==> src/common/tmc_pkg.sv <==
package tmc_pkg;

   // register offsets, byte wide, high byte of a pair sits one above its low byte
   localparam logic [7:0] TMC_STD_CTL0_OFS = 8'h00;
   localparam logic [7:0] TMC_STD_CTL1_OFS = 8'h01;
   localparam logic [7:0] TMC_STD_CNT_LO_OFS = 8'h02;
   localparam logic [7:0] TMC_STD_CMPA_LO_OFS = 8'h04;
   localparam logic [7:0] TMC_PER_CTL0_OFS = 8'h08;
   localparam logic [7:0] TMC_PER_CTL1_OFS = 8'h09;
   localparam logic [7:0] TMC_PER_CNT_LO_OFS = 8'h0a;
   localparam logic [7:0] TMC_PER_CMPA_LO_OFS = 8'h0c;
   localparam logic [7:0] TMC_PER_CMPP_LO_OFS = 8'h0e;
   localparam logic [7:0] TMC_PINC_OFS = 8'h10;
   localparam logic [7:0] TMC_IRQ_STS_OFS = 8'h11;
   localparam logic [7:0] TMC_IRQ_MSK_OFS = 8'h12;

   // byte pairs, each with its own holding buffer
   localparam int TMC_NPAIR = 5;
   localparam logic [2:0] TMC_PAIR_STD_CNT = 3'h0;
   localparam logic [2:0] TMC_PAIR_STD_CMPA = 3'h1;
   localparam logic [2:0] TMC_PAIR_PER_CNT = 3'h2;
   localparam logic [2:0] TMC_PAIR_PER_CMPA = 3'h3;
   localparam logic [2:0] TMC_PAIR_PER_CMPP = 3'h4;
   localparam logic [2:0] TMC_PAIR_NONE = 3'h7;
   localparam logic [TMC_NPAIR-1:0][7:0] TMC_PAIR_LO_OFS = {TMC_PER_CMPP_LO_OFS,
      TMC_PER_CMPA_LO_OFS, TMC_PER_CNT_LO_OFS, TMC_STD_CMPA_LO_OFS, TMC_STD_CNT_LO_OFS};

   // control fields
   localparam int TMC_C0_PAUSE = 7;
   localparam int TMC_C0_CKS_LSB = 4;
   localparam int TMC_C0_ON = 3;
   localparam int TMC_C0_RP_LSB = 0;
   localparam int TMC_C1_MODE_LSB = 6;
   localparam int TMC_C1_IO_LSB = 4;
   localparam int TMC_C1_OC = 3;
   localparam int TMC_C1_POL = 2;
   localparam int TMC_C1_CCLR = 0;
   localparam int TMC_PINC_CLO = 7;
   localparam int TMC_PINC_PER = 1;
   localparam int TMC_PINC_STD = 0;
   localparam logic [7:0] TMC_PINC_MASK = 8'h83;
   localparam logic [7:0] TMC_CTL_RST = 8'h00;
   localparam logic [7:0] TMC_PINC_RST = 8'h00;

   // interrupt status and mask layout
   localparam int TMC_IRQ_STD_A = 0;
   localparam int TMC_IRQ_STD_P = 1;
   localparam int TMC_IRQ_PER_A = 2;
   localparam int TMC_IRQ_PER_P = 3;

   typedef enum logic [1:0] {TMC_MODE_CMP, TMC_MODE_CAP, TMC_MODE_PWM, TMC_MODE_TMR} tmc_mode_t;
   typedef enum logic [2:0] {TMC_CK_SYS4, TMC_CK_SYS, TMC_CK_HI16, TMC_CK_HI64, TMC_CK_TBC,
      TMC_CK_HI8, TMC_CK_EXT_RISE, TMC_CK_EXT_FALL} tmc_cks_t;

   typedef struct packed {
      logic [9:0] cnt;
      logic out;
      logic on;
      logic ext_q;
      logic cap_q;
   } tmc_core_t;

   typedef struct packed {
      logic [1:0][7:0] ctl0;
      logic [1:0][7:0] ctl1;
      logic [1:0][9:0] cmpa;
      logic [9:0] cmpp;
      logic [7:0] pinc;
      logic [3:0] sts;
      logic [3:0] msk;
      logic [TMC_NPAIR-1:0][7:0] hold;
      logic [5:0] presc;
      logic [7:0] rdata;
   } tmc_regs_t;

endpackage

==> src/verilog/tmc_timer.sv <==
`timescale 1ns/10ps
module tmc_timer
   import tmc_pkg::*;
#(
   parameter bit PERIODIC = 1'b0
)
(
   // clock and reset
   input wire logic core_clk,
   input wire logic sys_rst,
   // settings
   input wire logic [7:0] ctl0,
   input wire logic [7:0] ctl1,
   input wire logic [9:0] cmp_a,
   input wire logic [9:0] cmp_p,
   input wire logic [5:0] div_tick,
   // pins
   input wire logic ext_clk_pin,
   input wire logic cap_pin,
   // state and events
   output logic [9:0] cnt,
   output logic out_lvl,
   output logic a_hit,
   output logic p_hit,
   output logic cap_evt
);

   tmc_core_t s_r;
   tmc_core_t s_nxt;
   tmc_cks_t cks;
   tmc_mode_t mode;
   logic [1:0] io;
   logic run;
   logic tick;
   logic ext_rise;
   logic ext_fall;
   logic cap_rise;
   logic cap_fall;
   logic cap_sel;
   logic pwm_lvl;
   logic [9:0] inc;
   logic [9:0] p_val;

   assign cnt = s_r.cnt;
   assign out_lvl = s_r.out;

   always_comb
   begin
      s_nxt = s_r;
      cks = tmc_cks_t'(ctl0[TMC_C0_CKS_LSB+:3]);
      mode = tmc_mode_t'(ctl1[TMC_C1_MODE_LSB+:2]);
      io = ctl1[TMC_C1_IO_LSB+:2];
      run = ctl0[TMC_C0_ON] && !ctl0[TMC_C0_PAUSE];
      ext_rise = ext_clk_pin && !s_r.ext_q;
      ext_fall = !ext_clk_pin && s_r.ext_q;
      cap_rise = cap_pin && !s_r.cap_q;
      cap_fall = !cap_pin && s_r.cap_q;
      case (cks)
         TMC_CK_EXT_RISE: tick = ext_rise;
         TMC_CK_EXT_FALL: tick = ext_fall;
         default: tick = div_tick[cks];
      endcase
      inc = s_r.cnt + 10'h001;
      // standard type compares the whole count with its three period bits over seven zero bits, zero meaning full wrap
      p_val = PERIODIC ? cmp_p : {ctl0[TMC_C0_RP_LSB+:3], 7'h00};
      a_hit = run && tick && (inc == cmp_a);
      p_hit = run && tick && (inc == p_val);
      if (run && tick)
      begin
         s_nxt.cnt = (ctl1[TMC_C1_CCLR] ? a_hit : p_hit) ? 10'h000 : inc;
      end
      case (io)
         2'b00: cap_sel = cap_rise;
         2'b01: cap_sel = cap_fall;
         2'b10: cap_sel = cap_rise || cap_fall;
         default: cap_sel = 1'b0;
      endcase
      // the periodic type may also be triggered from its clock pin
      if (PERIODIC && io != 2'b11)
      begin
         cap_sel = cap_sel || (io[0] ? ext_fall : ext_rise) || (io[1] && ext_fall);
      end
      cap_evt = ctl0[TMC_C0_ON] && (mode == TMC_MODE_CAP) && cap_sel;
      pwm_lvl = (s_r.cnt < cmp_a);
      case (mode)
         TMC_MODE_CMP:
         begin
            if (a_hit)
            begin
               case (io)
                  2'b01: s_nxt.out = 1'b0;
                  2'b10: s_nxt.out = 1'b1;
                  2'b11: s_nxt.out = !s_r.out;
                  default: s_nxt.out = s_r.out;
               endcase
            end
         end
         TMC_MODE_PWM:
         begin
            case (io)
               2'b00: s_nxt.out = ctl1[TMC_C1_POL];
               2'b01: s_nxt.out = !ctl1[TMC_C1_POL];
               default: s_nxt.out = pwm_lvl ^ ctl1[TMC_C1_POL];
            endcase
         end
         default: s_nxt.out = s_r.out;
      endcase
      // switching on restarts the count and the output from its initial level
      if (ctl0[TMC_C0_ON] && !s_r.on)
      begin
         s_nxt.cnt = 10'h000;
         s_nxt.out = ctl1[TMC_C1_OC];
      end
      s_nxt.on = ctl0[TMC_C0_ON];
      s_nxt.ext_q = ext_clk_pin;
      s_nxt.cap_q = cap_pin;
   end

   always_ff @(posedge core_clk)
   begin
      if (sys_rst)
      begin
         s_r <= '0;
      end
      else
      begin
         s_r <= s_nxt;
      end
   end
endmodule

==> src/verilog/tmc_top.sv <==
// The implementer's own choices: strobed register access and the register offsets.
`timescale 1ns/10ps
module tmc_top
   import tmc_pkg::*;
(
   // clock and reset
   input wire logic core_clk,
   input wire logic sys_rst,
   // register port
   input wire logic [7:0] reg_addr,
   input wire logic [7:0] reg_wdata,
   input wire logic reg_wr,
   input wire logic reg_rd,
   output logic [7:0] reg_rdata,
   // timebase clock, one-cycle tick
   input wire logic tbc_tick,
   // timer input pins
   input wire logic std_ext_clock_pin,
   input wire logic per_ext_clock_pin,
   input wire logic std_capture_pin,
   input wire logic per_capture_pin,
   // other shared functions of the output pins
   input wire logic std_out_alt,
   input wire logic std_out_alt_oe,
   input wire logic per_out_alt,
   input wire logic per_out_alt_oe,
   input wire logic clo_src,
   input wire logic clo_alt,
   input wire logic clo_alt_oe,
   // output pins
   output logic std_output_pin,
   output logic std_output_pin_oe,
   output logic per_output_pin,
   output logic per_output_pin_oe,
   output logic clock_output_pin,
   output logic clock_output_pin_oe,
   // interrupt
   output logic irq
);

   ////////////////////////////////////////////////////////////////////////////////
   // decode helpers

   function automatic logic [2:0] tmc_pair_of(input logic [7:0] a);
      logic [2:0] idx;
      idx = TMC_PAIR_NONE;
      for (int i = 0; i < TMC_NPAIR; i++)
      begin
         if (a[7:1] == TMC_PAIR_LO_OFS[i][7:1])
         begin
            idx = 3'(i);
         end
      end
      return idx;
   endfunction

   // timer owns the pin only when routed, on, and in a mode that drives
   function automatic logic tmc_drives(input logic route, input logic [7:0] c0,
      input logic [7:0] c1);
      tmc_mode_t m;
      m = tmc_mode_t'(c1[TMC_C1_MODE_LSB+:2]);
      return route && c0[TMC_C0_ON] && (m == TMC_MODE_CMP || m == TMC_MODE_PWM);
   endfunction

   ////////////////////////////////////////////////////////////////////////////////
   // state

   tmc_regs_t regs_r;
   tmc_regs_t regs_nxt;
   logic [5:0] div_tick;
   logic [1:0][9:0] cnt;
   logic [1:0] out_lvl;
   logic [1:0] a_hit;
   logic [1:0] p_hit;
   logic [1:0] cap_evt;
   logic [1:0] ext_pin;
   logic [1:0] cap_pin;
   logic [TMC_NPAIR-1:0][7:0] pair_lo;
   logic [TMC_NPAIR-1:0][1:0] pair_hi;
   logic [2:0] pidx;
   logic [3:0] evt;
   logic [3:0] clr;
   logic std_drv;
   logic per_drv;

   ////////////////////////////////////////////////////////////////////////////////
   // the two timers

   assign ext_pin = {per_ext_clock_pin, std_ext_clock_pin};
   assign cap_pin = {per_capture_pin, std_capture_pin};

   generate
      for (genvar g = 0; g < 2; g++)
      begin : g_tmr
         tmc_timer #(
            .PERIODIC(g == 1)
         ) u_tmr (
            .core_clk(core_clk),
            .sys_rst(sys_rst),
            .ctl0(regs_r.ctl0[g]),
            .ctl1(regs_r.ctl1[g]),
            .cmp_a(regs_r.cmpa[g]),
            .cmp_p(regs_r.cmpp),
            .div_tick(div_tick),
            .ext_clk_pin(ext_pin[g]),
            .cap_pin(cap_pin[g]),
            .cnt(cnt[g]),
            .out_lvl(out_lvl[g]),
            .a_hit(a_hit[g]),
            .p_hit(p_hit[g]),
            .cap_evt(cap_evt[g])
         );
      end
   endgenerate

   // internal high clock is taken as the core clock; one shared prescaler
   always_comb
   begin
      div_tick[TMC_CK_SYS4] = (regs_r.presc[1:0] == 2'h3);
      div_tick[TMC_CK_SYS] = 1'b1;
      div_tick[TMC_CK_HI16] = (regs_r.presc[3:0] == 4'hf);
      div_tick[TMC_CK_HI64] = (regs_r.presc == 6'h3f);
      div_tick[TMC_CK_TBC] = tbc_tick;
      div_tick[TMC_CK_HI8] = (regs_r.presc[2:0] == 3'h7);
   end

   ////////////////////////////////////////////////////////////////////////////////
   // byte pair views

   always_comb
   begin
      pair_lo[TMC_PAIR_STD_CNT] = cnt[0][7:0];
      pair_hi[TMC_PAIR_STD_CNT] = cnt[0][9:8];
      pair_lo[TMC_PAIR_STD_CMPA] = regs_r.cmpa[0][7:0];
      pair_hi[TMC_PAIR_STD_CMPA] = regs_r.cmpa[0][9:8];
      pair_lo[TMC_PAIR_PER_CNT] = cnt[1][7:0];
      pair_hi[TMC_PAIR_PER_CNT] = cnt[1][9:8];
      pair_lo[TMC_PAIR_PER_CMPA] = regs_r.cmpa[1][7:0];
      pair_hi[TMC_PAIR_PER_CMPA] = regs_r.cmpa[1][9:8];
      pair_lo[TMC_PAIR_PER_CMPP] = regs_r.cmpp[7:0];
      pair_hi[TMC_PAIR_PER_CMPP] = regs_r.cmpp[9:8];
   end

   assign pidx = tmc_pair_of(reg_addr);
   assign evt = {p_hit[1], a_hit[1] || cap_evt[1], p_hit[0], a_hit[0] || cap_evt[0]};

   ////////////////////////////////////////////////////////////////////////////////
   // register file

   always_comb
   begin
      regs_nxt = regs_r;
      regs_nxt.presc = regs_r.presc + 6'h01;
      regs_nxt.rdata = 8'h00;
      clr = 4'h0;
      if (reg_wr)
      begin
         if (pidx != TMC_PAIR_NONE)
         begin
            // counter pairs are read-only, their writes fall away
            if (pidx != TMC_PAIR_STD_CNT && pidx != TMC_PAIR_PER_CNT)
            begin
               if (!reg_addr[0])
               begin
                  regs_nxt.hold[pidx] = reg_wdata;
               end
               else if (pidx == TMC_PAIR_STD_CMPA)
               begin
                  regs_nxt.cmpa[0] = {reg_wdata[1:0], regs_r.hold[pidx]};
               end
               else if (pidx == TMC_PAIR_PER_CMPA)
               begin
                  regs_nxt.cmpa[1] = {reg_wdata[1:0], regs_r.hold[pidx]};
               end
               else
               begin
                  regs_nxt.cmpp = {reg_wdata[1:0], regs_r.hold[pidx]};
               end
            end
         end
         else if (reg_addr == TMC_STD_CTL0_OFS)
         begin
            regs_nxt.ctl0[0] = reg_wdata;
         end
         else if (reg_addr == TMC_STD_CTL1_OFS)
         begin
            regs_nxt.ctl1[0] = reg_wdata;
         end
         else if (reg_addr == TMC_PER_CTL0_OFS)
         begin
            regs_nxt.ctl0[1] = reg_wdata;
         end
         else if (reg_addr == TMC_PER_CTL1_OFS)
         begin
            regs_nxt.ctl1[1] = reg_wdata;
         end
         else if (reg_addr == TMC_PINC_OFS)
         begin
            regs_nxt.pinc = reg_wdata & TMC_PINC_MASK;
         end
         else if (reg_addr == TMC_IRQ_STS_OFS)
         begin
            clr = reg_wdata[3:0];
         end
         else if (reg_addr == TMC_IRQ_MSK_OFS)
         begin
            regs_nxt.msk = reg_wdata[3:0];
         end
      end
      if (reg_rd)
      begin
         if (pidx != TMC_PAIR_NONE)
         begin
            if (reg_addr[0])
            begin
               regs_nxt.rdata = {6'h00, pair_hi[pidx]};
               regs_nxt.hold[pidx] = pair_lo[pidx];
            end
            else
            begin
               regs_nxt.rdata = regs_r.hold[pidx];
            end
         end
         else if (reg_addr == TMC_STD_CTL0_OFS)
         begin
            regs_nxt.rdata = regs_r.ctl0[0];
         end
         else if (reg_addr == TMC_STD_CTL1_OFS)
         begin
            regs_nxt.rdata = regs_r.ctl1[0];
         end
         else if (reg_addr == TMC_PER_CTL0_OFS)
         begin
            regs_nxt.rdata = regs_r.ctl0[1];
         end
         else if (reg_addr == TMC_PER_CTL1_OFS)
         begin
            regs_nxt.rdata = regs_r.ctl1[1];
         end
         else if (reg_addr == TMC_PINC_OFS)
         begin
            regs_nxt.rdata = regs_r.pinc;
         end
         else if (reg_addr == TMC_IRQ_STS_OFS)
         begin
            regs_nxt.rdata = {4'h0, regs_r.sts};
         end
         else if (reg_addr == TMC_IRQ_MSK_OFS)
         begin
            regs_nxt.rdata = {4'h0, regs_r.msk};
         end
      end
      // capture lands after software so the captured count is never lost
      if (cap_evt[0])
      begin
         regs_nxt.cmpa[0] = cnt[0];
      end
      if (cap_evt[1])
      begin
         regs_nxt.cmpa[1] = cnt[1];
      end
      // a new event beats a clear in the same cycle
      regs_nxt.sts = (regs_r.sts & ~clr) | evt;
   end

   always_ff @(posedge core_clk)
   begin
      if (sys_rst)
      begin
         regs_r <= '0;
      end
      else
      begin
         regs_r <= regs_nxt;
      end
   end

   ////////////////////////////////////////////////////////////////////////////////
   // outputs and pin routing

   assign reg_rdata = regs_r.rdata;
   assign irq = |(regs_r.sts & regs_r.msk);
   assign std_drv = tmc_drives(regs_r.pinc[TMC_PINC_STD], regs_r.ctl0[0], regs_r.ctl1[0]);
   assign per_drv = tmc_drives(regs_r.pinc[TMC_PINC_PER], regs_r.ctl0[1], regs_r.ctl1[1]);

   always_comb
   begin
      std_output_pin = std_drv ? out_lvl[0] : std_out_alt;
      std_output_pin_oe = std_drv ? 1'b1 : std_out_alt_oe;
      per_output_pin = per_drv ? out_lvl[1] : per_out_alt;
      per_output_pin_oe = per_drv ? 1'b1 : per_out_alt_oe;
      clock_output_pin = regs_r.pinc[TMC_PINC_CLO] ? clo_src : clo_alt;
      clock_output_pin_oe = regs_r.pinc[TMC_PINC_CLO] ? 1'b1 : clo_alt_oe;
   end
endmodule

==> config.mk <==
export PLATFORM = sky130hd
export DESIGN_NAME = tmc_top
export DESIGN_NICKNAME = d
export VERILOG_FILES = /design/src/common/tmc_pkg.sv /design/src/verilog/tmc_timer.sv /design/src/verilog/tmc_top.sv
export SDC_FILE = /design/constraint.sdc
export NUM_CORES = 1
export LEC_CHECK = 0
export BUFFER_PORTS_ARGS = -buffer_cell sky130_fd_sc_hd__buf_2
export CAP_MARGIN = 20
export CORE_ASPECT_RATIO = 0.7
export CORE_MARGIN = 2
export CORE_UTILIZATION = 60
export CTS_BUF_LIST = sky130_fd_sc_hd__clkbuf_4 sky130_fd_sc_hd__clkbuf_8 sky130_fd_sc_hd__clkbuf_16
export DETAILED_ROUTE_END_ITERATION = 12
export PLACE_DENSITY = 0.78
export SYNTH_ARGS = -nofsm -noshare
export SYNTH_HDL_FRONTEND = slang
export SYNTH_SLANG_ARGS = --single-unit
==> constraint.sdc <==
create_clock -name core_clk -period 3.51 [get_ports core_clk]
set_clock_uncertainty 0.15 [all_clocks]
set_input_delay 0.702 -clock core_clk [delete_from_list [all_inputs] [get_ports core_clk]]
set_output_delay 0.702 -clock core_clk [all_outputs]
set_load 0.02 [all_outputs]
# Yosys cells after proc, flatten, opt, wreduce, memory -nomap -nowiden
# Cells that the tools add are included.
dict set report op_classes {
  addsub 3
  n_lt_le_gt_ge 6
  n_eq_ne 43
  n_mux 86
  bitwise 16
  reduce_logical 86
}
# cell n
set ops {}
lappend ops {{40-bit 2-to-1 mux} 7}
lappend ops {{8-bit 2-to-1 mux} 16}
lappend ops {{10-bit 2-to-1 mux} 9}
lappend ops {{30-bit 2-to-1 mux} 3}
lappend ops {{40-bit bitwise mux} 2}
lappend ops {{8-bit binary-select mux with 3-bit select} 2}
lappend ops {{10-bit == test} 4}
lappend ops {{4-bit 2-to-1 mux} 10}
lappend ops {{38-bit 2-to-1 mux} 1}
lappend ops {{1-bit logical AND} 29}
lappend ops {{8-bit demux with 3-bit select} 1}
lappend ops {{8-bit by 5-bit == test with 1-bit output, second input constant} 3}
lappend ops {{7-bit by 3-bit == test with 1-bit output, second input constant} 3}
lappend ops {{10-bit by 1-bit adder with 10-bit output, second input constant} 2}
lappend ops {{10-bit less-than comparator} 2}
lappend ops {{2-bit nonzero test} 10}
lappend ops {{6-bit AND reduction} 3}
lappend ops {{8-bit by 4-bit == test with 1-bit output, second input constant} 2}
lappend ops {{1-bit zero test} 16}
lappend ops {{1-bit 2-to-1 mux} 16}
lappend ops {{3-bit == test, second input constant} 5}
lappend ops {{3-bit 2-to-1 mux} 5}
lappend ops {{2-bit == test, second input constant} 7}
lappend ops {{3-bit by 4-bit less-than comparator with 1-bit output, second input constant} 3}
lappend ops {{37 further kinds} 79}
dict set report totals {
  register_bits 155
  output_inout_bits 15
  word_cells 267
}

# Logic depth before layout (Yosys ltp)
# Gate-level depths: netlist of run 1.
dict set report logic_depth {
  ltp_word 19
  depth_mapped 10
  depth_no_buf 9
}

# By module
# Synthesis of run 1 repeated with hierarchy kept, for this count alone.
dict set report hier_totals {
  hier_cells 1231
  area_unflattened_um2 10292.4
}
# module n_inst cells_each area_each_um2
set by_module_without_submodules {}
lappend by_module_without_submodules {tmc_top 1 779 6732.7}
lappend by_module_without_submodules {{tmc_timer (g_tmr[0].u_tmr)} 1 232 1806.7}
lappend by_module_without_submodules {{tmc_timer (g_tmr[1].u_tmr)} 1 220 1752.9}

# Worst setup path before layout of run 1
# OpenSTA, ideal clock, no wires.
dict set report synth_path {
  kind {input-to-reg}
  startpoint {input port std_ext_clock_pin}
  endpoint {register g_tmr[0].u_tmr.s_r (netlist bit g_tmr[0].u_tmr.cnt[9])}
  setup_time_ns 0.122
  t_arrival_ns 2.612
  required_time_ns 3.238
  setup_slack_ns 0.626
  path_stages 7
  n_path_buf 0
  cell_sequence {nor2b_1 > mux4_2 > a22oi_1 > or4_4 > o41ai_4 > nor3_2 > a221o_1}
}
dict set report synth_between {
  elab_chain_len 7
  elab_cells_between_ends 9
  cone_classes {mux: 3; reduce/logical: 6}
}
# item line_no
set synth_lines {}
lappend synth_lines {{from (decl)} tmc_top.sv:18} ;# input wire logic std_ext_clock_pin,
lappend synth_lines {{1-bit zero test} tmc_timer.sv:55} ;# ext_fall = !ext_clk_pin && s_r.ext_q;
lappend synth_lines {{1-bit logical AND} tmc_timer.sv:55}
lappend synth_lines {{1-bit case mux with 2 select lines (*)} tmc_timer.sv:58} ;# case (cks)
lappend synth_lines {{1-bit logical AND (*)} {tmc_timer.sv:66, tmc_timer.sv:67, tmc_timer.sv:68}}
lappend synth_lines {{1-bit logical AND, on equally long branches} {tmc_timer.sv:67, tmc_timer.sv:66}}
lappend synth_lines {{1-bit 2-to-1 mux} tmc_timer.sv:70} ;# s_nxt.cnt = (ctl1[TMC_C1_CCLR] ? a_hit : p_hit) ? 10'h000 : inc;
lappend synth_lines {{10-bit 2-to-1 mux} tmc_timer.sv:70}
lappend synth_lines {{to (signal assigned)} tmc_timer.sv:127} ;# s_r <= s_nxt;
lappend synth_lines {{to (decl)} tmc_timer.sv:28} ;# tmc_core_t s_r;
# Mark *: on every way between the ends. The rest lies on a longest branch, timed or not.
# A chain may end at the register's enable or synchronous reset.

# Final worst setup path of run 1
dict set report layout_path {
  startpoint {register g_tmr[0].u_tmr.s_r (netlist bit g_tmr[0].u_tmr.cnt[1])}
  endpoint {register g_tmr[0].u_tmr.s_r (netlist bit g_tmr[0].u_tmr.cnt[9])}
}
dict set report layout_between {
  elab_chain_len 5
  elab_cells_between_ends 7
  cone_classes {add/sub: 1; eq/ne: 2; mux: 2; reduce/logical: 2}
}
# item line_no
set layout_lines {}
lappend layout_lines {{10-bit by 1-bit adder with 10-bit output (*)} tmc_timer.sv:63} ;# inc = s_r.cnt + 10'h001;
lappend layout_lines {{10-bit == test, on equally long branches} {tmc_timer.sv:67, tmc_timer.sv:66}}
lappend layout_lines {{1-bit logical AND, on equally long branches} {tmc_timer.sv:67, tmc_timer.sv:66}}
lappend layout_lines {{1-bit 2-to-1 mux} tmc_timer.sv:70}
lappend layout_lines {{10-bit 2-to-1 mux (*)} tmc_timer.sv:70}
# Marked as above.

==> results of run 1 <==
synthesized netlist by cell type (10+ instances only):
master	instances	share of area [%]
a211oi_1	51	4.1
a21o_1	10	0.80
a21oi_1	68	3.6
a221oi_1	10	0.93
and3_1	10	0.66
buf_4	13	1.0
clkbuf_1	51	2.0
dfxtp_1	155	33
ha_1	29	3.9
inv_1	38	1.5
mux2_2	30	3.6
mux2i_1	98	10
nand2_1	82	3.3
nand2b_1	11	0.73
nand3_1	33	1.8
nand4_1	10	0.66
nor2_1	128	5.1
nor2b_1	32	2.1
nor3_1	16	0.85
o21ai_0	26	1.4
o22ai_1	26	1.7
xnor2_1	29	2.7
xor2_1	18	1.7
power by group through the flow:
stage | clock network (mW) | logic [mW] | registers (mW)
finish | 1.82 | 0.227 | 1.78
global route | 1.90 | 0.242 | 1.78
CTS | 1.83 | 0.220 | 1.78
detailed placement | 0 | 0.219 | 1.82
global placement | 0 | 0.216 | 1.82
floorplan | 0 | 0.142 | 1.82
cells in the final DEF, fill, tap and decap left out, drive strengths merged, types with 26 or more instances in the layout:
| cell | synthesis | final |
|---|---|---|
| mux2i | 98 | 98 |
| o22ai | 26 | 26 |
| nand3 | 34 | 34 |
| o21ai | 26 | 26 |
| mux2 | 30 | 30 |
| nand2 | 82 | 82 |
| inv | 38 | 43 |
| ha | 29 | 29 |
| xnor2 | 29 | 29 |
| dfxtp | 155 | 155 |
| nor2b | 32 | 32 |
| a211oi | 52 | 52 |
| nor2 | 128 | 128 |
| buf | 27 | 103 |
| a21oi | 68 | 68 |
cell type report:
| cell class | count | area (um^2) |
|---|---|---|
| fill | 1255 | 4840 |
| clock buffer | 18 | 439 |
| multi-input combinational | 846 | 5810 |
| tap | 200 | 250 |
| clock inverter | 14 | 136 |
| timing repair buffer | 103 | 673 |
| sequential | 155 | 3100 |
| inverter | 39 | 146 |
state kept, by name (all words and copies together) (netlist names):
name	count
pair_hi	6
reg_rdata	8
regs_r	89
g_tmr.u_tmr.out_lvl	2
g_tmr.u_tmr.s_r	6
g_tmr.u_tmr.cnt	20
pair_lo	24
through the flow:
step | area [um^2] | power [mW] | instances | setup slack, ps | util [%]
after global placement | 9990 | 2.03 | 1343 | 285 | 64.8
after global routing | 10600 | 3.92 | 1375 | 79.5 | 68.6
final | 10600 | 3.83 | 1375 | 237 | 68.6
after CTS | 10600 | 3.83 | 1375 | 286 | 68.6
after floorplan | 9420 | 1.96 | 1119 | 626 | -
after detailed placement | 9990 | 2.04 | 1343 | 242 | 64.8
layer usage:
layer / vias to the layer above / global-route usage, % / routed length [um] / share of wire [%]
met5: - / 1.19 / 0 / 0
met4: 0 / 11.3 / 694 / 2.5
met3: 56 / 11.5 / 3250 / 12
met2: 469 / 49.8 / 11800 / 42
met1: 4229 / 47.6 / 12400 / 44
li1: 4135 / - / - / -
worst register-to-register path: stages, from the launching register on:
cell and delay [ps]:
dfxtp_1 460, ha_1 400, xnor2_1 200, xnor2_1 150
o211ai_1 190, or4_4 590, o41ai_4 570, nor3_2 130
a221o_1 340
final timing paths:
check / from / to / slack, ps / depth (start not counted)
max: g_tmr[0].u_tmr.cnt[1]$_SDFFE_PP0P_ / g_tmr[0].u_tmr.cnt[9]$_SDFFE_PP0P_ / 240 / 8
min: regs_r[8]$_SDFF_PP0_ / regs_r[8]$_SDFF_PP0_ / 300 / 1
min reg2reg: regs_r[8]$_SDFF_PP0_ / regs_r[8]$_SDFF_PP0_ / 300 / 1
max reg2reg: g_tmr[0].u_tmr.cnt[1]$_SDFFE_PP0P_ / g_tmr[0].u_tmr.cnt[9]$_SDFFE_PP0P_ / 240 / 8
logic make-up after synthesis:
| logic type | share of synthesized area (%) |
|---|---|
| flops | 32.9 |
| xor+xnor | 5.02 |
| fa+ha+maj | 3.85 |
| buf+inv | 5.47 |
| mux | 14.2 |
| compound gates | 19.5 |
| simple gates | 19.0 |
==> run_results.csv, run 1 <==
group,metric,value,unit
clock_tree,postCtsSetupRepairBufs,0,
synth,async_reset_ff_share,0,%
routing,avgRoutedWirePerCell,20.5,um
pwr,seq_power_share,46.5,%
global_routing,antenna_found_initial,0,
pwr,leakage,4.17,nW
sta,max_slew_margin,51.4,%
sta,tightest_slew,730,ps
critical_path,cp_common_cell,"xnor2_1",
placement,hpwlAfterDp,20400,um
critical_path,critPathMaxStageDelay,590,ps
status,outcome,"finished, final reports clean",
pwr,peakVddDrop,0.266,mV
die,die_w,154,um
routing,drt_iter0_drc,934,
synth,yosys.cell_types.count,77,
sta,slew_violations,0,
global_routing,grt_pass1_wl,44400,um
die,row_count,38,
clock_tree,cts_max_level,4,
sta,whs,298,ps
global_routing,grt_max_degree,42,
synth,syn_area_per_cell,8.42,um^2
synth,ys.warnings.count,0,
sta,fin_tns_setup,0,ps
sta,setup_viol,0,
synth,ys.flop_type,"dfxtp_1",
synth,ys_seq_elements,155,
job,drv_cap,0,
pwr,power_density,363,nW/um^2
sta,post-route-period-util,93.2,%
critical_path,critPathTopFamily,"compound AO/OA/AOI/OAI gates",
clock_tree,path_clk_slew,70,ps
placement,port_buffers,46,
critical_path,crit_type,"reg -> reg",
critical_path,critPathArrivalTime,3450,ps
routing,totalWireLength,28100,um
clock_tree,insertion_delay,440,ps
placement,gp_congestion,0.989,
critical_path,required,3680,ps
critical_path,cp-end-kind,"register",
clock_tree,cts_num_sinks,155,
sta,min_period,3270,ps
die,core-area,15400,um^2
clock_tree,cts_tree,"done",
pwr,p_sw_share,25.4,%
sta,grt_setup_unrepaired,"false",
die,die_h,109,um
die,dieArea,16700,um^2
final_layout,drive_above_1_share,15.9,%
critical_path,cp_slowest_cell,"or4_4",
pwr,clkPwrFrac,47.6,%
sta,hold_viol_final,0,
pwr,switchingPower,0.973,mW
synth,synth_nets,1180,
final_layout,num_antenna_cells,0,
synth,synth_cells,1119,
die,start_util,61.2,%
global_routing,grt-ovfl-total,0,
min_path,hold_class,"reg -> reg",
pwr,power.internal,2.86,mW
final_layout,area_growth_syn_to_layout,12.1,%
routing,antenna_left,0,
routing,drc,0,
clock_tree,cts_resized,0,
pwr,comb_power_share,5.9,%
synth,synth-edff-count,0,
die,ioPinCount,47,
clock_tree,clockBufferDepth,2,
clock_tree,root_buffer,"clkbuf_16",
final_layout,final_nets,1223,
critical_path,path_buf_inv,0,
synth,syn_area,9420,um^2
synth,synth-seq-area-share,32.9,%
routing,first_pass_iters,5,
critical_path,crit_path_max_fanout,8,
critical_path,cp-start-kind,"register",
clock_tree,cts_hold_buf,0,
critical_path,crit_chain,"ha_1, xnor2_1, xnor2_1, o211ai_1, or4_4, o41ai_4, nor3_2, a221o_1",
global_routing,grt_pass1_vias,8145,
routing,num_vias,8889,
routing,viasPerCell,6.46,
sta,fmax,0.306,GHz
clock_tree,cts_buffers,17,
global_routing,grt_usage,34.2,%
(Power assumes the default switching activity.)
==> inputs of run 2 (changes only) <==
--- a/config.mk
+++ b/config.mk
@@ -13,6 +13,7 @@
 export CTS_BUF_LIST = sky130_fd_sc_hd__clkbuf_4 sky130_fd_sc_hd__clkbuf_8 sky130_fd_sc_hd__clkbuf_16
 export DETAILED_ROUTE_END_ITERATION = 12
 export PLACE_DENSITY = 0.78
+export RECOVER_POWER = 25
 export SYNTH_ARGS = -nofsm -noshare
 export SYNTH_HDL_FRONTEND = slang
 export SYNTH_SLANG_ARGS = --single-unit
==> run 2 against run 1 <==
Net effect: the run now ends with max-capacitance violations, max-slew violations left; global-route usage did not move; clock power barely moved; combinational power barely moved; critical path type unchanged; critical endpoint unchanged; largest cell class unchanged.
==> run_results.csv, run 2 (synthesis results as in run 1) <==
group,metric,value,unit
status,outcome,"finished, violations left",
status,violations,"max-capacitance violations, max-slew violations",
final_layout,regMostFlops,"regs_r",
clock_tree,path_clk_slew,70,ps
routing,totalWireLength,28200,um
critical_path,crit_path_max_fanout,8,
die,start_util,61.2,%
routing,antenna_left,0,
placement,gp_congestion,0.989,
critical_path,ff2ff_path_depth,8,
sta,post-route-period-util,92.9,%
placement,placed_area,9990,um^2
clock_tree,cts_resized,0,
clock_tree,cts_tree,"done",
final_layout,stdcell_area,10500,um^2
routing,drt_iter0_drc,1047,
die,die_w,154,um
sta,tightest_slew,1510,ps
die,dieArea,16700,um^2
job,drv_cap,1,
sta,fin_tns_setup,0,ps
pwr,leakage,4.10,nW
min_path,hold_class,"reg -> reg",
sta,slew_violations,32,
final_layout,final_nets,1223,
final_layout,area_growth_syn_to_layout,11.7,%
routing,first_pass_iters,8,
pwr,power.internal,2.85,mW
global_routing,grt_pass1_vias,8145,
placement,port_buffers,46,
die,row_count,38,
clock_tree,root_buffer,"clkbuf_16",
clock_tree,insertion_delay,440,ps
clock_tree,clockBufferDepth,2,
sta,max_slew_margin,-0.881,%
clock_tree,cts_max_level,4,
global_routing,grt_pass1_wl,44400,um
die,core-area,15400,um^2
clock_tree,cts_buffers,17,
routing,viasPerCell,6.42,
global_routing,grtUsageMet2,49.8,%
pwr,comb_power_share,5.9,%
routing,avgRoutedWirePerCell,20.5,um
global_routing,top_usage_layer,"met2",
clock_tree,cts_hold_buf,0,
sta,grt_setup_unrepaired,"false",
pwr,power_density,364,nW/um^2
die,die_h,109,um
final_layout,layout_commonest_cell,"dfxtp_1",
global_routing,grt_usage,34.2,%
global_routing,use_met1,47.6,%
final_layout,final_cell_mix,"dfxtp_1 (155), nor2_1 (128), mux2i_1 (98)",
global_routing,grt_max_degree,42,
pwr,switchingPower,0.973,mW
pwr,seq_power_share,46.5,%
final_layout,drive_above_1_share,14.3,%
global_routing,antenna_found_initial,0,
final_layout,largest_reg_flops,89,
die,ioPinCount,47,
placement,hpwlAfterDp,20400,um
sta,hold_viol_final,0,
global_routing,grt-ovfl-total,0,
global_routing,grtUsageMet3,11.5,%
critical_path,crit_type,"reg -> reg",
critical_path,cp-end-kind,"register",
clock_tree,cts_num_sinks,155,
sta,min_period,3260,ps
critical_path,critPathArrivalTime,3430,ps
routing,drc,0,
final_layout,num_antenna_cells,0,
min_path,whs_path_depth,1,
critical_path,cp-start-kind,"register",
critical_path,required,3680,ps
sta,setup_viol,0,
routing,num_vias,8833,
pwr,clkPwrFrac,47.6,%
pwr,peakVddDrop,0.269,mV
clock_tree,postCtsSetupRepairBufs,0,
sta,fmax,0.307,GHz
pwr,p_sw_share,25.4,%
run 2: cell types whose count changed in the layout (fill, tap and decap cells not counted):
cell      delta
clkbuf_1    +19
buf_2       -14
buf_4        -6
clkbuf_2     +1
run 2: area by class of cell:
type | instances | area (um^2)
Clock buffer | 18 | 439
Clock inverter | 14 | 136
Fill cell | 1268 | 4880
Inverter | 39 | 146
Multi-Input combinational cell | 846 | 5810
Sequential cell | 155 | 3100
Tap cell | 200 | 250
Timing Repair Buffer | 103 | 634
run 2: worst max-delay path: stages (launching register included):
cell,delay (ps)
dfxtp_1,460
ha_1,390
xnor2_1,190
xnor2_1,150
o211ai_1,190
or4_4,590
o41ai_4,560
nor3_2,130
a221o_1,340
run 2: final timing paths:
kind | start | slack, ps | to
hold / removal | regs_r[8]$_SDFF_PP0_ | 300 | regs_r[8]$_SDFF_PP0_
setup / recovery | g_tmr[0].u_tmr.cnt[0]$_SDFFE_PP0P_ | 250 | g_tmr[0].u_tmr.cnt[9]$_SDFFE_PP0P_
setup reg to reg | g_tmr[0].u_tmr.cnt[0]$_SDFFE_PP0P_ | 250 | g_tmr[0].u_tmr.cnt[9]$_SDFFE_PP0P_
hold reg to reg | regs_r[8]$_SDFF_PP0_ | 300 | regs_r[8]$_SDFF_PP0_
run 2: layer usage:
metal | wire [um] | vias to the layer above
met5 | 0 | -
li1 | - | 4130
met3 | 3390 | 60
met4 | 653 | 0
met2 | 11700 | 483
met1 | 12500 | 4160
run 2: power by group through the flow:
stage	sequential (mW)	clock (mW)	combinational, mW
5_1_grt	1.78	1.90	0.239
2_1_floorplan	1.82	0	0.142
3_3_place_gp	1.82	0	0.216
3_5_place_dp	1.82	0	0.219
6_report	1.78	1.82	0.225
4_1_cts	1.78	1.83	0.220
run 2: metrics by stage:
step                cells  total power [mW]  hold WS, ps  worst slack (ps)  utilization, %
global route         1375              3.92          329              79.5            68.3
CTS                  1375              3.83          303               286            68.6
finish               1375              3.83          298               248            68.3
global placement     1343              2.03          276               285            64.8
floorplan            1119              1.96          263               626               -
detailed placement   1343              2.04          288               242            64.8
==> inputs of run 3 (changes only) <==
--- a/config.mk
+++ b/config.mk
@@ -7,12 +7,14 @@
 export LEC_CHECK = 0
 export BUFFER_PORTS_ARGS = -buffer_cell sky130_fd_sc_hd__buf_2
 export CAP_MARGIN = 20
+export CELL_PAD_IN_SITES_DETAIL_PLACEMENT = 1
+export CELL_PAD_IN_SITES_GLOBAL_PLACEMENT = 1
 export CORE_ASPECT_RATIO = 0.7
 export CORE_MARGIN = 2
-export CORE_UTILIZATION = 60
+export CORE_UTILIZATION = 47
 export CTS_BUF_LIST = sky130_fd_sc_hd__clkbuf_4 sky130_fd_sc_hd__clkbuf_8 sky130_fd_sc_hd__clkbuf_16
 export DETAILED_ROUTE_END_ITERATION = 12
-export PLACE_DENSITY = 0.78
+export PLACE_DENSITY_LB_ADDON = 0.1
 export RECOVER_POWER = 25
 export SYNTH_ARGS = -nofsm -noshare
 export SYNTH_HDL_FRONTEND = slang
==> run 3 against run 2 <==
Net effect: the run still ends with max-capacitance violations, max-slew violations left; combinational power rose by 4%; sequential share of layout area fell by 0.35 points; flip-flop and latch count did not move; via count rose by 0.77%; count of clock-buffer cells in the layout rose by 3; largest power group is now sequential cells.
==> run_results.csv, run 3 (synthesis results as in run 1) <==
group,metric,value,unit
clock_tree,cts_max_level,4,
die,dieArea,21200,um^2
sta,max_slew_margin,-47.7,%
pwr,power_density,354,nW/um^2
critical_path,cp_slowest_cell,"o41ai_4",
min_path,hold_class,"reg -> reg",
routing,totalWireLength,32500,um
pwr,peakVddDrop,0.324,mV
global_routing,grt_max_degree,50,
clock_tree,postCtsSetupRepairBufs,0,
pwr,power,3.77,mW
placement,gp_congestion,0.888,
critical_path,crit_path_max_fanout,8,
final_layout,seqCellArea,3100,um^2
final_layout,regMostFlops,"regs_r",
sta,hold_viol_final,0,
die,core-area,19700,um^2
sta,worst_slack,173,ps
global_routing,use_met1,45.0,%
routing,drc,0,
sta,min_period,3340,ps
pwr,leakage,4.14,nW
sta,fin_tns_setup,0,ps
critical_path,cp-start-kind,"register",
routing,avgRoutedWirePerCell,22.3,um
placement,port_buffers,46,
global_routing,grt_pass1_wl,51200,um
final_layout,num_antenna_cells,0,
routing,num_vias,8901,
clock_tree,cts_num_sinks,155,
sta,grt_setup_unrepaired,"false",
final_layout,multi_input_area,5810,um^2
global_routing,grtUsageMet2,48.6,%
global_routing,grtUsageMet3,5.39,%
sta,setup_viol,0,
final_layout,fillCellCount,2413,
critical_path,crit_type,"reg -> reg",
die,start_util,47.7,%
clock_tree,insertion_delay,450,ps
routing,first_pass_iters,6,
final_layout,finish.utilization,53.9,%
sta,post-route-period-util,95.1,%
final_layout,final_cell_mix,"dfxtp_1 (155), nor2_1 (128), mux2i_1 (98)",
status,outcome,"finished, violations left",
final_layout,layout_commonest_cell,"dfxtp_1",
placement,hpwlAfterDp,24200,um
die,ioPinCount,47,
clock_tree,path_clk_slew,70,ps
routing,drt_iter0_drc,685,
clock_tree,root_buffer,"clkbuf_16",
critical_path,cp-end-kind,"register",
global_routing,antenna_found_initial,0,
sta,tightest_slew,2220,ps
global_routing,grt-ovfl-total,0,
final_layout,final_nets,1234,
placement,dp_slack,203,ps
global_routing,grt_usage,31.4,%
die,row_count,43,
routing,viasPerCell,6.12,
status,violations,"max-capacitance violations, max-slew violations",
job,drv_cap,2,
critical_path,required,3700,ps
routing,antenna_left,0,
global_routing,top_usage_layer,"met2",
final_layout,area_growth_syn_to_layout,13.0,%
final_layout,drive_above_1_share,14.9,%
clock_tree,cts_tree,"done",
die,die_w,173,um
placement,placed_area,10200,um^2
clock_tree,cts_resized,0,
sta,fmax,0.300,GHz
critical_path,critPathMaxStageDelay,520,ps
final_layout,stdcell_area,10600,um^2
sta,slew_violations,80,
clock_tree,cts_buffers,17,
global_routing,grt_pass1_vias,8752,
clock_tree,cts_hold_buf,0,
critical_path,crit_chain,"ha_1, nand4_1, a2bb2oi_1, o2111ai_1, or4_4, o41ai_4, nor3_2, a221o_1",
final_layout,largest_reg_flops,89,
clock_tree,clockBufferDepth,2,
critical_path,critPathArrivalTime,3520,ps
die,die_h,122,um
-- run 3: cell types whose count changed in the layout (fill, tap and decap cells not counted), moves of 2 or more --
cell        delta
clkbuf_8       +2
clkinv_2       +2
buf_4         +10
clkinvlp_4     -2
clkinv_4       -2
-- run 3: power by group --
| group | switching, mW | internal (mW) |
|---|---|---|
| sequential | 0.00912 | 1.77 |
| clock | 0.792 | 0.963 |
| combinational | 0.155 | 0.0780 |
| total | 0.957 | 2.81 |
-- run 3: final cells by class --
type	instances	area share [%]
Inverter	39	1.37
Clock inverter	9	0.599
Timing Repair Buffer	114	6.71
Clock buffer	21	4.45
Sequential cell	155	29.1
Tap cell	270	3.17
Multi-Input combinational cell	846	54.5
-- run 3: layer usage --
metal / part of all wire [%] / vias to the layer above / wire length, um
li1: - / 4135 / -
met1: 48 / 4452 / 15700
met2: 44 / 280 / 14200
met3: 6.4 / 34 / 2080
met4: 1.5 / 0 / 484
met5: 0 / - / 0
-- run 3: worst max-delay path: cells and delay by family (launching register included) --
kind            cells  cell delay, ps
compound gates      4            1270
fa+ha+maj           1             430
flops               1             490
simple gates        3             900
-- run 3: final timing paths --
path	start	to	slack, ps	cells after the start
setup / recovery	g_tmr[0].u_tmr.cnt[0]$_SDFFE_PP0P_	g_tmr[0].u_tmr.cnt[9]$_SDFFE_PP0P_	170	8
hold / removal	regs_r[8]$_SDFF_PP0_	regs_r[8]$_SDFF_PP0_	290	1
setup reg to reg	g_tmr[0].u_tmr.cnt[0]$_SDFFE_PP0P_	g_tmr[0].u_tmr.cnt[9]$_SDFFE_PP0P_	170	8
hold reg to reg	regs_r[8]$_SDFF_PP0_	regs_r[8]$_SDFF_PP0_	290	1
-- run 3: stage by stage --
| step | std cells | hold slack, ps |
|---|---|---|
| final | 1454 | 290 |
| after detailed placement | 1424 | 283 |
| after global routing | 1454 | 313 |
| after CTS | 1454 | 293 |
| after floorplan | 1119 | 263 |
| after global placement | 1424 | 276 |
